[src/hdl/stm_self_test.sv]
// The Wishbone interface to the registers and the address map were left to the implementer.
`default_nettype none

// Shift FIFO: head always in slot 0 so the read side comes straight from flops
module stm_fifo #(
   parameter int WIDTH = 8,
   parameter int DEPTH = 4
) (
   input wire logic clk_i,
   input wire logic rst_i,
   input wire logic in_valid_i,
   input wire logic [WIDTH-1:0] in_data_i,
   output logic in_ready_o,
   output logic out_valid_o,
   output logic [WIDTH-1:0] out_data_o,
   input wire logic out_ready_i
);
   typedef struct packed {
      logic [DEPTH-1:0] vld;
      logic [DEPTH-1:0][WIDTH-1:0] mem;
   } stm_fifo_st_t;
   stm_fifo_st_t st_q, st_d;
   logic pop;
   logic push;

   // Pop shifts toward the head, push lands in the first free slot after it
   always_comb begin
      st_d = st_q;
      pop = st_q.vld[0] && out_ready_i;
      push = in_valid_i && !st_q.vld[DEPTH-1];
      if (pop) begin
         for (int i = 0; i < DEPTH - 1; i++) begin
            st_d.vld[i] = st_q.vld[i+1];
            st_d.mem[i] = st_q.mem[i+1];
         end
         st_d.vld[DEPTH-1] = 1'b0;
      end
      if (push) begin
         for (int i = DEPTH - 1; i >= 0; i--) begin
            if (!st_d.vld[i]) begin
               st_d.mem[i] = in_data_i;
            end
         end
         // The head is always valid after a push; above it, the first free slot is marked
         for (int i = DEPTH - 1; i > 0; i--) begin
            if (!st_d.vld[i] && st_d.vld[i-1]) begin
               st_d.vld[i] = 1'b1;
            end
         end
         st_d.vld[0] = 1'b1;
      end
   end

   // Full is judged before a pop, trading one cycle of throughput for a ready path straight from a flop
   assign in_ready_o = !st_q.vld[DEPTH-1];
   assign out_valid_o = st_q.vld[0];
   assign out_data_o = st_q.mem[0];

   always_ff @(posedge clk_i) begin
      if (rst_i) begin
         st_q <= '0;
      end else begin
         st_q <= st_d;
      end
   end
endmodule // stm_fifo
 // stm_self_test
`default_nettype wire

[config.mk]
export PLATFORM = sky130hd
export DESIGN_NAME = stm_fifo
export DESIGN_NICKNAME = d
export VERILOG_FILES = /design/src/hdl/stm_self_test.sv
export SDC_FILE = /design/constraint.sdc
export NUM_CORES = 1
export LEC_CHECK = 0
export BUFFER_PORTS_ARGS = -buffer_cell sky130_fd_sc_hd__buf_2
export CORE_MARGIN = 5
export CORE_UTILIZATION = 59
export CTS_CLUSTER_SIZE = 8
export DETAILED_ROUTE_END_ITERATION = 6
export GPL_TIMING_DRIVEN = 0
export PLACE_DENSITY = 0.82
export SLEW_MARGIN = 20
export SYNTH_ARGS = -nofsm -noshare
export SYNTH_HDL_FRONTEND = slang
export SYNTH_SLANG_ARGS = --single-unit
[constraint.sdc]
create_clock -name clk_i -period 2.55 [get_ports clk_i]
set_clock_uncertainty 0.15 [all_clocks]
set_input_delay 0.51 -clock clk_i [delete_from_list [all_inputs] [get_ports clk_i]]
set_output_delay 0.51 -clock clk_i [all_outputs]
set_load 0.005 [all_outputs]
==> results.md <==
* Switching Share at 0.254
* Worst r2r src: out_valid_o
* Number of diodes at 0
* Fin Setup TNS at 0 ns
* Switching power at 0.000307 W
* Mapped Avg Cell Area at 8.70 µm²
* Most frequent cell after synthesis: nand2_1
* Relative slew slack at 0.558
* Worst Max-Slew Pin Slew at about 0.66 ns
* Largest net degree at the start of global routing at 12
* Finished Cell Area at roughly 0.0017 mm²
* Num Clock Sinks at 36
* Post-CTS Setup Inserts at 0
* IO Pins at 22
* Vias in the first global route at 1258
* Drt drc at 0
* Wirelength per Cell at about 14 µm
* Commonest cells post-synth: nand2_1 (47), dfxtp_1 (36), a32oi_1 (23), nor2_1 (16), o21bai_1 (9)
* Final Util at 0.695
* Area grow syn2layout at 14.7%
* Mapped Nets at 183
* Post-DRT Antenna Nets at 0
* Worst setup EP type: flip-flop
* Sequential power share at 0.532
* CTS H-tree lvls at 2
* First-pass DRT Iterations at 4
* Detailed Place HPWL at ~2.3 mm
* PwrDens at 707 mW/mm²
* Max VDD drop at 0.569 mV
* Num rows at 18
* Max-cap violations at 0
* Drt total wl at 3.12 mm
* CTS tree: done
* CP Max Fanout at 10
* Dpl cell area at approximately 0.0016 mm²
* Clock tree buffer depth at 2
* Layout cell share with drive strength beyond 1 at 0.210
* Placed instance count at approximately 220
* Worst setup SP type: flip-flop
* Critical Path Start: out_valid_o
* First-pass GRT wire length at 5.60 mm
* Slew Limit Fails at 0
* Fmax at slightly above 0.6 GHz
* P_int at 0.000901 W
* Die Ht at 60.2 µm
* Worst EP required at between 2 and 3 ns
* Leakage power at just over 0.7 nW
* Synth cell types at 25
* DR iter-0 viols at 48
* Worst Hold Class: in2reg
* Mapped cell area at about 0.0015 mm²
* Initial core utilization at 0.606
* Top-area cell type share of the netlist area at 0.484
* Root Driver: clkbuf_4
* Synth Instances at 171
* Worst-Skew Late Latency at 0.34 ns
* Final setup vio count at 0
* Min Tclk post-route at approximately 1.6 ns
* Synth area leader: dfxtp_1
* CTS resizes at 0
* Result of the run: finished clean
* Crit path kind: reg2reg
* #FFs+latches synth at 36
* Logic pwr share at 0.144
* Post-synth EDFFs at 0
* Die ar. at 0.00363 mm²
* Final std cells w/o fill at 230
* Hold_sp: in_valid_i
* Initial antenna violation count at 0
* GP Congestion at 0.804
* Final Hold Vio Count at 0
* Vias/cell at 5.63
* Ranking of synthesized cells by area: dfxtp_1 (48%), a32oi_1 (14%), nand2_1 (12%)
* Die W at 60.2 µm
* Port Buf Inserts at 21
* CTS Hold Bufs at 0
* GRT Util Overall at 0.208
* TritonCTS Buffers at 5
* Clk pwr share at 0.324
* Post-synth top flop: dfxtp_1
* Fin crit share at 0.641
* Clock transition at the registers of the reported paths at 0.11 ns
* Vias at between 1000 and 1500
* Worst EP arrival at 1.75 ns
* Post-synth ARST share at 0
* Layout Nets at 211
* Post-synthesis sequential area ratio at 0.484
* RSZ-0062 raised after global routing: false
* Synthesis Warnings at 0
* Grt total ovfl at 0
* Core ar. at 0.00245 mm²
## layout make-up
class                      count  area, µm²
timing repair buffer          21        105
multi-input combinational    117        664
inverter                       1       3.75
buffer                        17       98.8
tap                           30       37.5
sequential                    36        721
fill                         201        748
clock inverter                 2       35.0
clock buffer                   6       41.3
## final timing paths
| path | end | slack (ns) | cells past startpoint |
|---|---|---|---|
| max | st_q[18] | 0.91 | 4 |
| min reg2reg | st_q[27] | 0.34 | 2 |
| min | st_q[34] | 0.32 | 3 |
| max reg2reg | st_q[18] | 0.91 | 4 |
## power by group through the flow
stage	registers, W	clock network, W	logic [W]
floorplan	0.000648	0	0.000123
global placement	0.000652	0	0.000167
detailed placement	0.000655	0	0.000173
CTS	0.000642	0.000396	0.000174
global route	0.000651	0.000422	0.000195
finish	0.000642	0.000392	0.000173
## registers in the layout (all words and copies together), names as in the netlist
register	flops
st_q	27
out_data_o	8
out_valid_o	1
## metrics by stage
stage	worst slack, ns	total power (W)	hold WS [ns]
detailed placement	0.659	0.000828	0.308
global placement	0.713	0.000819	0.303
global route	0.819	0.00127	0.315
finish	0.914	0.00121	0.316
CTS	0.925	0.00121	0.309
floorplan	1.07	0.000771	0.290
## per-layer routing
metal	wire, µm	track usage	up-vias
met5	0	0	-
met4	67	0.0728	0
met3	230	0.0734	9
met2	1410	0.340	47
met1	1410	0.251	582
li1	-	-	657
## worst max-delay path, stage by stage (launching register included)
cell and delay (ns):
dfxtp_1 0.37, nand2_1 0.29, clkbuf_1 0.43, nand2_1 0.12
a32oi_1 0.21
## logic make-up (layout without fill, tap and decap cells)
group / Yosys count / after routing / share of synthesized area
AOI/OAI and AO/OA: 41 / 41 / 0.222
muxes: 2 / 2 / 0.0135
buffers and inverters: 18 / 47 / 0.0690
and+or+nand+nor: 74 / 74 / 0.211
DFF: 36 / 36 / 0.484
## cell usage in the layout (no fill, tap or decap), drive strengths merged
cell,n
o21bai,9
clkbuf,11
buf,33
nor3,1
bufinv,1
inv,1
or3,1
a21o,2
a211oi,1
nor2b,1
dfxtp,36
and3,1
clkinv,1
and2,1
a21oi,2
nand3b,2
mux2i,2
a21boi,1
o21ai,2
nor4,1
nand2,47
nor2,16
o22ai,1
a32oi,23
nand2b,3
Power figures use the tool's default switching activity.
